==> src/common/sec_pkg.sv <==
/*
 * Constants and types of the serial EEPROM command handshake block.
 * Assumes one 10 MHz clock and a synchronous active-high reset.
 */
// Summary of operation
// Writing a one to bit 31 of the command register starts the selected operation at its address.
// The pending flag stays one for the whole operation and hardware clears it when done.
// On a read, valid data is in the data register by the time the pending flag clears.
// The host should not change the command or data register while the pending flag is one.
// A write with no EEPROM attached keeps the flag set until the timeout, then clears it.
// The pending flag reads one right after reset because the auto-load is running.
// After reset the MAC address is read from the EEPROM and the flag clears when that ends.
package sec_pkg;
	localparam int          CLK_MHZ       = 10;
	localparam int          CLK_NS        = 1000 / CLK_MHZ;
	localparam logic [7:0]  REG_CMD_OFS   = 8'hB0;
	localparam logic [7:0]  REG_DATA_OFS  = 8'hB4;
	localparam int          CMD_PEND_BIT  = 31;
	localparam int          CMD_OP_HI     = 30;
	localparam int          CMD_OP_LO     = 28;
	localparam int          CMD_TMO_BIT   = 9;
	localparam int          CMD_ADDR_HI   = 7;
	localparam int          CMD_ADDR_LO   = 0;
	localparam logic [31:0] CMD_RESET     = 32'h8000_0000;
	localparam logic [7:0]  DATA_RESET    = 8'h00;
	localparam int          MAC_BYTES     = 6;
	localparam logic [7:0]  MAC_BASE_ADDR = 8'h00;
	localparam int          FRAME_BITS    = 19;
	localparam int          SCK_HALF_NS   = 500;
	localparam int          SCK_HALF_CYC  = (SCK_HALF_NS + CLK_NS - 1) / CLK_NS;
	localparam int          TIMEOUT_US    = 30000;
	localparam int          TIMEOUT_CYC   = TIMEOUT_US * CLK_MHZ;

	typedef enum logic [2:0] {
		SEC_OP_READ  = 3'h0,
		SEC_OP_WRITE = 3'h1
	} sec_op_t;

	typedef struct packed {
		logic [2:0] op;
		logic [7:0] addr;
		logic [7:0] wdata;
	} sec_cmd_t;

	typedef struct packed {
		logic [7:0] rdata;
		logic       timeout;
	} sec_rsp_t;
endpackage : sec_pkg

==> src/logic/sec_top.sv <==
/*
 * EEPROM command and busy handshake: register file, MAC auto-load, engine control.
 * Assumes an Avalon-MM master with byte addresses and a serial EEPROM on four pins.
 */
`timescale 1ns/1ps
module sec_top
	import sec_pkg::*;
#(
	parameter int TIMEOUT_CYCLES = TIMEOUT_CYC
) (
	input  wire logic        mclk_in,
	input  wire logic        rst_in,
	input  wire logic [7:0]  avs_address_in,
	input  wire logic        avs_read_in,
	input  wire logic        avs_write_in,
	input  wire logic [31:0] avs_writedata_in,
	input  wire logic [3:0]  avs_byteenable_in,
	output logic             avs_waitrequest_out,
	output logic [31:0]      avs_readdata_out,
	input  wire logic        eeprom_do_in,
	output logic             eeprom_cs_out,
	output logic             eeprom_sck_out,
	output logic             eeprom_di_out,
	output logic [47:0]      mac_addr_out,
	output logic             mac_valid_out
);
	typedef enum logic [3:0] {
		ST_LOAD  = 4'b0001,
		ST_LWAIT = 4'b0010,
		ST_IDLE  = 4'b0100,
		ST_BUSY  = 4'b1000
	} sec_st_t;

	sec_st_t     state;
	logic        eeprom_op_pending;
	logic        eeprom_op_timeout;
	logic [2:0]  eeprom_op_select;
	logic [7:0]  eeprom_op_addr;
	logic [7:0]  eeprom_data_word;
	logic [2:0]  mac_idx;
	logic [7:0]  mac_mem [MAC_BYTES];
	logic [31:0] cmd_view;
	logic [31:0] rd_mux;
	logic        wr_take;
	logic        wr_cmd;
	logic        wr_data;
	logic        host_go;
	logic [31:0] cmd_merged;
	logic        eng_start;
	logic        eng_done;
	sec_cmd_t    eng_cmd;
	sec_rsp_t    eng_rsp;

	function automatic logic [31:0] be_merge(input logic [31:0] old_v,
		input logic [31:0] new_v, input logic [3:0] be);
		logic [31:0] r;
		r = old_v;
		for (int i = 0; i < 4; i++) begin
			if (be[i])
				r[i*8 +: 8] = new_v[i*8 +: 8];
		end
		return r;
	endfunction : be_merge

	sec_avmm_slave u_bus (
		.mclk_in         (mclk_in),
		.rst_in          (rst_in),
		.read_in         (avs_read_in),
		.write_in        (avs_write_in),
		.rdata_in        (rd_mux),
		.waitrequest_out (avs_waitrequest_out),
		.readdata_out    (avs_readdata_out),
		.wr_take_out     (wr_take)
	);

	sec_serial_engine #(
		.TIMEOUT_CYCLES (TIMEOUT_CYCLES)
	) u_eng (
		.mclk_in        (mclk_in),
		.rst_in         (rst_in),
		.start_in       (eng_start),
		.cmd_in         (eng_cmd),
		.eeprom_do_in   (eeprom_do_in),
		.eeprom_cs_out  (eeprom_cs_out),
		.eeprom_sck_out (eeprom_sck_out),
		.eeprom_di_out  (eeprom_di_out),
		.done_out       (eng_done),
		.rsp_out        (eng_rsp)
	);

	always_comb begin
		cmd_view = 32'h0000_0000;
		cmd_view[CMD_PEND_BIT] = eeprom_op_pending;
		cmd_view[CMD_OP_HI:CMD_OP_LO] = eeprom_op_select;
		cmd_view[CMD_TMO_BIT] = eeprom_op_timeout;
		cmd_view[CMD_ADDR_HI:CMD_ADDR_LO] = eeprom_op_addr;
	end

	// Unmapped offsets read as zero and ignore writes
	always_comb begin
		unique case (avs_address_in)
			REG_CMD_OFS:  rd_mux = cmd_view;
			REG_DATA_OFS: rd_mux = {24'h00_0000, eeprom_data_word};
			default:      rd_mux = 32'h0000_0000;
		endcase
	end

	assign wr_cmd  = wr_take && avs_address_in == REG_CMD_OFS;
	assign wr_data = wr_take && avs_address_in == REG_DATA_OFS;

	// A new command is taken only when idle; a write while pending is dropped
	assign cmd_merged = be_merge(cmd_view, avs_writedata_in, avs_byteenable_in);
	assign host_go = wr_cmd && state == ST_IDLE
		&& cmd_merged[CMD_PEND_BIT];

	always_comb begin
		eng_start = 1'b0;
		eng_cmd.op = eeprom_op_select;
		eng_cmd.addr = eeprom_op_addr;
		eng_cmd.wdata = eeprom_data_word;
		if (state == ST_LOAD) begin
			eng_start = 1'b1;
			eng_cmd.op = SEC_OP_READ;
			eng_cmd.addr = MAC_BASE_ADDR + {5'h00, mac_idx};
		end else if (host_go) begin
			eng_start = 1'b1;
			eng_cmd.op = avs_writedata_in[CMD_OP_HI:CMD_OP_LO];
			eng_cmd.addr = avs_writedata_in[CMD_ADDR_HI:CMD_ADDR_LO];
		end
	end

	always_ff @(posedge mclk_in) begin
		if (rst_in) begin
			state   <= ST_LOAD;
			mac_idx <= 3'h0;
		end else begin
			unique case (state)
				ST_LOAD:  state <= ST_LWAIT;
				ST_LWAIT: if (eng_done) begin
					// Missing EEPROM still ends the load; the read byte is just kept
					if (mac_idx == 3'(MAC_BYTES - 1)) begin
						state <= ST_IDLE;
					end else begin
						mac_idx <= mac_idx + 3'h1;
						state   <= ST_LOAD;
					end
				end
				ST_IDLE: if (host_go)
					state <= ST_BUSY;
				ST_BUSY: if (eng_done)
					state <= ST_IDLE;
				default: state <= ST_IDLE;
			endcase
		end
	end

	// Reset value shows busy for the auto-load
	always_ff @(posedge mclk_in) begin
		if (rst_in)
			eeprom_op_pending <= CMD_RESET[CMD_PEND_BIT];
		else if (host_go)
			eeprom_op_pending <= 1'b1;
		else if (eng_done && (state == ST_BUSY
			|| (state == ST_LWAIT && mac_idx == 3'(MAC_BYTES - 1))))
			eeprom_op_pending <= 1'b0;
	end

	always_ff @(posedge mclk_in) begin
		if (rst_in) begin
			eeprom_op_select <= CMD_RESET[CMD_OP_HI:CMD_OP_LO];
			eeprom_op_addr   <= CMD_RESET[CMD_ADDR_HI:CMD_ADDR_LO];
		end else if (host_go) begin
			eeprom_op_select <= avs_writedata_in[CMD_OP_HI:CMD_OP_LO];
			eeprom_op_addr   <= avs_writedata_in[CMD_ADDR_HI:CMD_ADDR_LO];
		end
	end

	always_ff @(posedge mclk_in) begin
		if (rst_in)
			eeprom_op_timeout <= CMD_RESET[CMD_TMO_BIT];
		else if (host_go)
			eeprom_op_timeout <= 1'b0;
		else if (eng_done && state == ST_BUSY && eng_rsp.timeout)
			eeprom_op_timeout <= 1'b1;
	end

	// Engine result lands in the same edge that clears the pending flag
	always_ff @(posedge mclk_in) begin
		if (rst_in)
			eeprom_data_word <= DATA_RESET;
		else if (eng_done && state == ST_BUSY && eeprom_op_select == SEC_OP_READ)
			eeprom_data_word <= eng_rsp.rdata;
		else if (wr_data && avs_byteenable_in[0] && state == ST_IDLE)
			eeprom_data_word <= avs_writedata_in[7:0];
	end

	always_ff @(posedge mclk_in) begin
		if (rst_in) begin
			for (int i = 0; i < MAC_BYTES; i++)
				mac_mem[i] <= 8'h00;
		end else if (eng_done && state == ST_LWAIT) begin
			mac_mem[mac_idx] <= eng_rsp.rdata;
		end
	end

	always_ff @(posedge mclk_in) begin
		if (rst_in) begin
			mac_addr_out  <= 48'h0000_0000_0000;
			mac_valid_out <= 1'b0;
		end else begin
			for (int i = 0; i < MAC_BYTES; i++)
				mac_addr_out[i*8 +: 8] <= mac_mem[i];
			mac_valid_out <= state == ST_IDLE || state == ST_BUSY;
		end
	end
endmodule : sec_top

==> src/logic/sec_avmm_slave.sv <==
/*
 * Avalon-MM slave front end with one wait state on every access.
 * Assumes the master holds its request until it sees waitrequest low.
 */
`timescale 1ns/1ps
module sec_avmm_slave
	import sec_pkg::*;
(
	input  wire logic        mclk_in,
	input  wire logic        rst_in,
	input  wire logic        read_in,
	input  wire logic        write_in,
	input  wire logic [31:0] rdata_in,
	output logic             waitrequest_out,
	output logic [31:0]      readdata_out,
	output logic             wr_take_out
);
	// Accept on the cycle the slave drops waitrequest; readdata is loaded alongside
	always_ff @(posedge mclk_in) begin
		if (rst_in)
			waitrequest_out <= 1'b1;
		else
			waitrequest_out <= !((read_in || write_in) && waitrequest_out);
	end

	always_ff @(posedge mclk_in) begin
		if (rst_in)
			readdata_out <= 32'h0000_0000;
		else if (read_in && waitrequest_out)
			readdata_out <= rdata_in;
	end

	assign wr_take_out = write_in && !waitrequest_out;
endmodule : sec_avmm_slave

==> src/logic/sec_serial_engine.sv <==
/*
 * Serial EEPROM frame engine: shifts op, address and data out, samples data in.
 * Assumes the EEPROM drives its data line high when a write cycle is done.
 */
`timescale 1ns/1ps
module sec_serial_engine
	import sec_pkg::*;
#(
	parameter int TIMEOUT_CYCLES = TIMEOUT_CYC
) (
	input  wire logic     mclk_in,
	input  wire logic     rst_in,
	input  wire logic     start_in,
	input  wire sec_cmd_t cmd_in,
	input  wire logic     eeprom_do_in,
	output logic          eeprom_cs_out,
	output logic          eeprom_sck_out,
	output logic          eeprom_di_out,
	output logic          done_out,
	output sec_rsp_t      rsp_out
);
	typedef enum logic [4:0] {
		EN_IDLE  = 5'b00001,
		EN_SHIFT = 5'b00010,
		EN_GAP   = 5'b00100,
		EN_POLL  = 5'b01000,
		EN_DONE  = 5'b10000
	} sec_en_t;

	sec_en_t                 state;
	logic [FRAME_BITS-1:0]   sreg;
	logic [4:0]              bitn;
	logic [15:0]             div;
	logic [31:0]             wcnt;
	logic                    is_wr;
	logic                    tick;

	always_ff @(posedge mclk_in) begin
		if (rst_in || state == EN_IDLE)
			div <= 16'h0000;
		else if (div == 16'h0000)
			div <= 16'(SCK_HALF_CYC - 1);
		else
			div <= div - 16'h0001;
	end
	assign tick = (div == 16'h0000) && state != EN_IDLE;

	always_ff @(posedge mclk_in) begin
		if (rst_in) begin
			state          <= EN_IDLE;
			sreg           <= '0;
			bitn           <= 5'h00;
			wcnt           <= 32'h0000_0000;
			is_wr          <= 1'b0;
			eeprom_cs_out  <= 1'b0;
			eeprom_sck_out <= 1'b0;
			eeprom_di_out  <= 1'b0;
			rsp_out        <= '0;
		end else begin
			unique case (state)
				EN_IDLE: if (start_in) begin
					sreg           <= cmd_in;
					bitn           <= 5'(FRAME_BITS - 1);
					is_wr          <= cmd_in.op == SEC_OP_WRITE;
					eeprom_cs_out  <= 1'b1;
					eeprom_di_out  <= cmd_in.op[2];
					rsp_out.timeout <= 1'b0;
					state          <= EN_SHIFT;
				end
				EN_SHIFT: if (tick) begin
					if (!eeprom_sck_out) begin
						eeprom_sck_out <= 1'b1;
						// Last eight samples of a frame are the read byte
						rsp_out.rdata <= {rsp_out.rdata[6:0], eeprom_do_in};
					end else begin
						eeprom_sck_out <= 1'b0;
						if (bitn == 5'h00) begin
							eeprom_cs_out <= 1'b0;
							state <= is_wr ? EN_GAP : EN_DONE;
						end else begin
							bitn          <= bitn - 5'h01;
							sreg          <= {sreg[FRAME_BITS-2:0], 1'b0};
							eeprom_di_out <= sreg[FRAME_BITS-2];
						end
					end
				end
				EN_GAP: if (tick) begin
					eeprom_cs_out <= 1'b1;
					wcnt          <= 32'h0000_0000;
					state         <= EN_POLL;
				end
				EN_POLL: begin
					if (eeprom_do_in) begin
						eeprom_cs_out <= 1'b0;
						state         <= EN_DONE;
					end else if (wcnt == 32'(TIMEOUT_CYCLES - 1)) begin
						eeprom_cs_out   <= 1'b0;
						rsp_out.timeout <= 1'b1;
						state           <= EN_DONE;
					end else begin
						wcnt <= wcnt + 32'h0000_0001;
					end
				end
				EN_DONE: state <= EN_IDLE;
				default: state <= EN_IDLE;
			endcase
		end
	end

	assign done_out = state == EN_DONE;
endmodule : sec_serial_engine

==> config.mk <==
export PLATFORM = sky130hd
export DESIGN_NAME = sec_top
export DESIGN_NICKNAME = d
export VERILOG_FILES = /design/src/common/sec_pkg.sv /design/src/logic/sec_top.sv /design/src/logic/sec_avmm_slave.sv /design/src/logic/sec_serial_engine.sv
export SDC_FILE = /design/constraint.sdc
export NUM_CORES = 1
export LEC_CHECK = 0
export BUFFER_PORTS_ARGS = -buffer_cell sky130_fd_sc_hd__clkbuf_2
export CAP_MARGIN = 20
export CORE_UTILIZATION = 58
export DETAILED_ROUTE_END_ITERATION = 7
export PLACE_DENSITY = 0.8
export SYNTH_ARGS = -nofsm -noshare
export SYNTH_HDL_FRONTEND = slang
export SYNTH_HIERARCHICAL = 1
export SYNTH_SLANG_ARGS = --single-unit
==> constraint.sdc <==
create_clock -name mclk_in -period 3.9 [get_ports mclk_in]
set_input_delay 0.78 -clock mclk_in [delete_from_list [all_inputs] [get_ports mclk_in]]
set_output_delay 0.78 -clock mclk_in [all_outputs]
set_load 0.005 [all_outputs]
# == Yosys cells after proc, flatten, opt, wreduce, memory -nomap -nowiden ==
# Memory sizes are Yosys's and may differ from the RTL's. A register that Yosys moved wholly into a read port is not among the register bits.
# Index checks and enable logic that the tools add are counted.
# word_totals
register_bits,151
memories,1
in_bits,49
latchBits,0
ramBits,48
rom_bits,0
# classes
n_div,0
eq_ne,28
n_mux,63
n_mul,0
addsub,4
shifts,0
magnitude_cmp,0
bitwise,2
n_reduce_logical,43
# mem_list
memory,depth,word_bits,rd,rd_ports_with_merged_regs,write_ports,line,rtl
mac_mem,6,8,6,6,6,sec_top.sv:41,logic [7:0] mac_mem [MAC_BYTES];
# ops
op,n
$pmux 32 s2,2
$mux 32,3
$mux 18,4
$mux 5,12
$pmux 18 s2,1
$add 32x1->32 const B,1
$eq 32x19->1 const B,1
$mux 8,4
$mux 1,23
$mux 11,2
$pmux 5 s4,1
$eq 8x8->1 const B,2
$logic_and 1x1->1,16
$logic_not 16->1,1
$pmux 4 s4,1
$sub 16x1->16 const B,1
$ne 2x2->1 const B,7
$mux 4,3
$ne 2x1->1 const B,5
$pmux 5 s2,1
$mux 3,3
$reduce_and 3->1,3
$reduce_and 4->1,2
$reduce_bool 2->1,4
29 further kinds,37

# == Longest topological paths before layout ==
# depth
ltp_word,9
mapped_depth,15

# == Modules after synthesis ==
# Netlist, hierarchy kept.
# by_module_without_submodules
mod,cells_per_inst,area_each_um2,instances
sec_top,417,4745.8,1
sec_serial_engine,495,4187.8,1
sec_avmm_slave,150,1515.2,1

# == Least setup slack after synthesis ==
# No wires, ideal clock.
# synth_timing
path_kind,input to register
start,input port avs_address_in[3]
end,register u_eng.sreg[10]
setup_ps,91
arrival_time_ps,3040
setup_slack_ps,769
stages,12
path_cell_list,nor4_1 -> and2_1 -> clkbuf_1 -> nand2_1 -> nand2_1 -> nand3_1 -> o21ai_1 -> and2_1 -> buf_4 -> buf_4 -> nor2_1 -> a311oi_1
# synth_via
elab_chain_cells,8
# synth_lines
element,line,rtl
from (decl),sec_top.sv:13,"input wire logic [7:0] avs_address_in,"
$eq 8x8->1,sec_top.sv:108,assign wr_cmd = wr_take && avs_address_in == REG_CMD_OFS;
$logic_and 1x1->1,sec_top.sv:108,
$logic_and 1x1->1,sec_top.sv:113,assign host_go = wr_cmd && state == ST_IDLE
$logic_and 1x1->1,sec_top.sv:114,&& cmd_merged[CMD_PEND_BIT];
$mux 1,sec_top.sv:125,end else if (host_go) begin
$mux 1,sec_top.sv:121,if (state == ST_LOAD) begin
net eng_start,sec_top.sv:49,logic eng_start;
$ne 2x2->1 (no source line),-,
$reduce_and 5->1 (no source line),-,
to (signal assigned),sec_serial_engine.sv:62,sreg <= cmd_in;
to (signal assigned),sec_serial_engine.sv:82,"sreg <= {sreg[FRAME_BITS-2:0], 1'b0};"
to (decl),sec_serial_engine.sv:31,logic [FRAME_BITS-1:0] sreg;
# The timed path passes the listed nets, and every way through them passes these cells. The select of a mux whose other input is x is not followed.
# A chain may end at the register's enable or synchronous reset.

==> flow_summary.yaml <==
worst_setup_path:
  cp-start-kind: "flop"
  crit_type: "reg -> reg"
  cp_max_fo: 38
  critPathCaptureType: "flop"
  cp.arrival_ns: 3.61
  r2r_start: "state[2]"
  cp-startpoint: "state[2]"
  worstPathRequired_ns: 4.32
timing:
  rsz0062_at_grt: "false"
  hold_violations: 0
  finalMaxSlewViolations: 0
  tns_ns: 0
  skew_ns: 0.00654
  fin_crit_ns: 3.19
  timing.fmax_mhz: 314
  fin_ws_ns: 0.714
  worst_pin_slew_ns: 0.937
  relSlewSlack_pct: 37.5
  finalSetupViolCount: 0
  period_share_pct: 81.7
place:
  post-place-ws_ns: 0.685
  io_buffers: 111
  hpwl_mm: 14.7
  place_congestion: 0.813
logic_synthesis:
  synth-main-ff-cell: "dfxtp_1"
  synth_xor_area_share_pct: 2.93
  ys_ff_latch: 247
  synth_edf_count: 48
  synth_area_per_cell_um2: 9.84
  synth-simple-area-share_pct: 23.1
  synth_cell_types: 72
  synthCells: 1062
  yosys.area.top_type_share_pct: 38.1
  synthMuxAreaShare_pct: 1.83
  synth_area_leaders: "dfxtp_1 (38%), edfxtp_1 (14%), nor2_1 (5.1%)"
  async_reset_ff_share_pct: 0
  synth_top_area_cell: "dfxtp_1"
  synth_fa_ha_area_share_pct: 0.599
  syn-cell-area_mm2: 0.0104
  synth_compound_area_share_pct: 15.4
  ys_seq_area_share_pct: 51.9
  synth_top_family_by_area: "simple AND/OR/NAND/NOR gates"
  yosysWarnings: 6
floorplan:
  fp.dieW_um: 136
  rows: 48
  start_util_pct: 60.0
  core_mm2: 0.0174
  die_h_um: 136
  dieArea_mm2: 0.0186
  ios: 134
power:
  ir_worst_vdd_mv: 0.824
  power_mw: 6.79
  leakagePower_nw: 4.55
  p_per_area_mw_per_mm2: 568
clock_tree:
  cts-resized-gates: 0
  post-cts-setup-buffers: 0
  numClockSinks: 247
  cts_buffer_depth: 3
  clkTransAtPathRegs_ns: 0.06
  cts-root-buf: "clkbuf_16"
  clk_latency_ns: 0.52
  numCtsBuffers: 25
  ctsHoldBuffers: 0
  htreeDepth: 1
  cts_tree: "done"
drt:
  initialDrtViolationCount: 662
  drt-pass1-iter-count: 5
  ant_nets: 0
  via_per_inst: 5.63
  drcViolationCount: 0
  post_drt_wl_per_cell_um: 15.8
  vias: 7961
  wl_mm: 22.3
grt:
  gr-total-overflow: 0
  grtUsageTotal_pct: 24.0
  grt_pass1_wl_mm: 35.8
  antenna_found_initial: 0
  grt_max_degree: 78
  grt_pass1_vias: 7160
final_layout:
  final_nets: 1224
  synthToLayoutAreaGrowth_pct: 14.4
  diodes: 0
  final_cell_mix: "dfxtp_1 (198), nor2_1 (142), clkbuf_2 (110), nand2_1 (81), nand3_1 (64)"
  final_common_cell: "dfxtp_1"
  drive_above_1_share_pct: 19.5
  n_fill_cell: 1331
worst_hold_path:
  holdCritPathClass: "reg -> reg"
  hold_path_startpoint: "u_eng/div[0]"
flow_run:
  max_cap_violations: 0
outcome:
  status: "complete, no violations"
-- synthesized netlist by cell type, types with 9 or more instances --
cell and n:
a311oi_1 19, dfxtp_1 199, a21bo_2 13, buf_2 18
nand2b_1 10, nand3_1 64, a21oi_2 17, nor2b_1 54
buf_6 9, xnor2_1 13, nor2_1 142, inv_1 23
edfxtp_1 48, a21bo_1 19, xor2_1 22, mux2i_1 18
or3_1 13, and3_1 11, nand4_1 9, nand2_1 81
nor3_1 12, clkbuf_1 22, o21ai_0 27, a21oi_1 57
or4_1 10
-- worst max-delay path, stage by stage (launching register included) --
cell,delay [ns]
dfxtp_1,0.52
or4b_4,0.61
nor3b_1,0.29
nand2_1,0.13
nand2_1,0.17
nand3_1,0.24
o21ai_1,0.25
and2_1,0.17
buf_4,0.34
nor2_1,0.08
a311oi_1,0.27
-- area by class of cell --
class | count | area [um^2] | area share, %
inverter | 23 | 86.3 | 0.722
multi-input combinational | 749 | 4670 | 39.1
timing repair buffer | 124 | 656 | 5.49
tap | 225 | 282 | 2.36
sequential | 247 | 5430 | 45.4
clock inverter | 15 | 164 | 1.37
clock buffer | 31 | 668 | 5.59
-- power breakdown --
part	leakage (nW)	total [mW]	internal [mW]	switching (mW)
sequential	2.12	2.90	2.77	0.135
combinational	2.03	1.48	0.588	0.894
clock	0.404	2.40	1.42	0.982
-- state kept, by name, summed over array words and instances, names as in the netlist, 3 cells and up --
| signal | cells |
|---|---|
| eeprom_op_addr | 8 |
| mac_mem | 48 |
| mac_addr_out | 48 |
| u_eng/bitn | 5 |
| state | 4 |
| u_eng/sreg | 18 |
| u_eng/rsp_out | 9 |
| u_eng/wcnt | 32 |
| eeprom_data_word | 8 |
| u_eng/div | 16 |
| mac_idx | 3 |
| eeprom_op_select | 3 |
| u_bus/readdata_out | 32 |
| u_eng/state | 5 |
-- cells by family after synthesis --
logic type	count (synthesis)
mux	19
buf+inv	84
compound gates	211
xor+xnor	35
flops	247
other cells	1
simple gates	460
fa+ha+maj	5
-- layer usage --
metal  routed length [um]  vias up  global-route usage (%)
li1                     -     3955                       -
met1                10200     3743                    33.5
met2                10500      227                    39.1
met3                 1230       36                    3.32
met4                  401        0                    5.80
met5                    0        -                       0
-- worst paths after layout --
kind / end / slack (ns) / cells past startpoint
max: u_eng/sreg[13] / 0.71 / 10
min: u_eng/div[0] / 0.44 / 1
max reg2reg: u_eng/sreg[13] / 0.71 / 10
min reg2reg: u_eng/div[0] / 0.44 / 1
-- per-stage QoR --
stage / utilization (%) / instances / hold slack (ns) / area, um^2
floorplan: - / 1080 / 0.414 / 10500
global route: 68.6 / 1414 / 0.462 / 12000
global placement: 63.8 / 1368 / 0.430 / 11100
CTS: 68.6 / 1414 / 0.446 / 12000
finish: 68.6 / 1414 / 0.442 / 12000
detailed placement: 63.8 / 1368 / 0.435 / 11100
(Power assumes the default switching activity.)
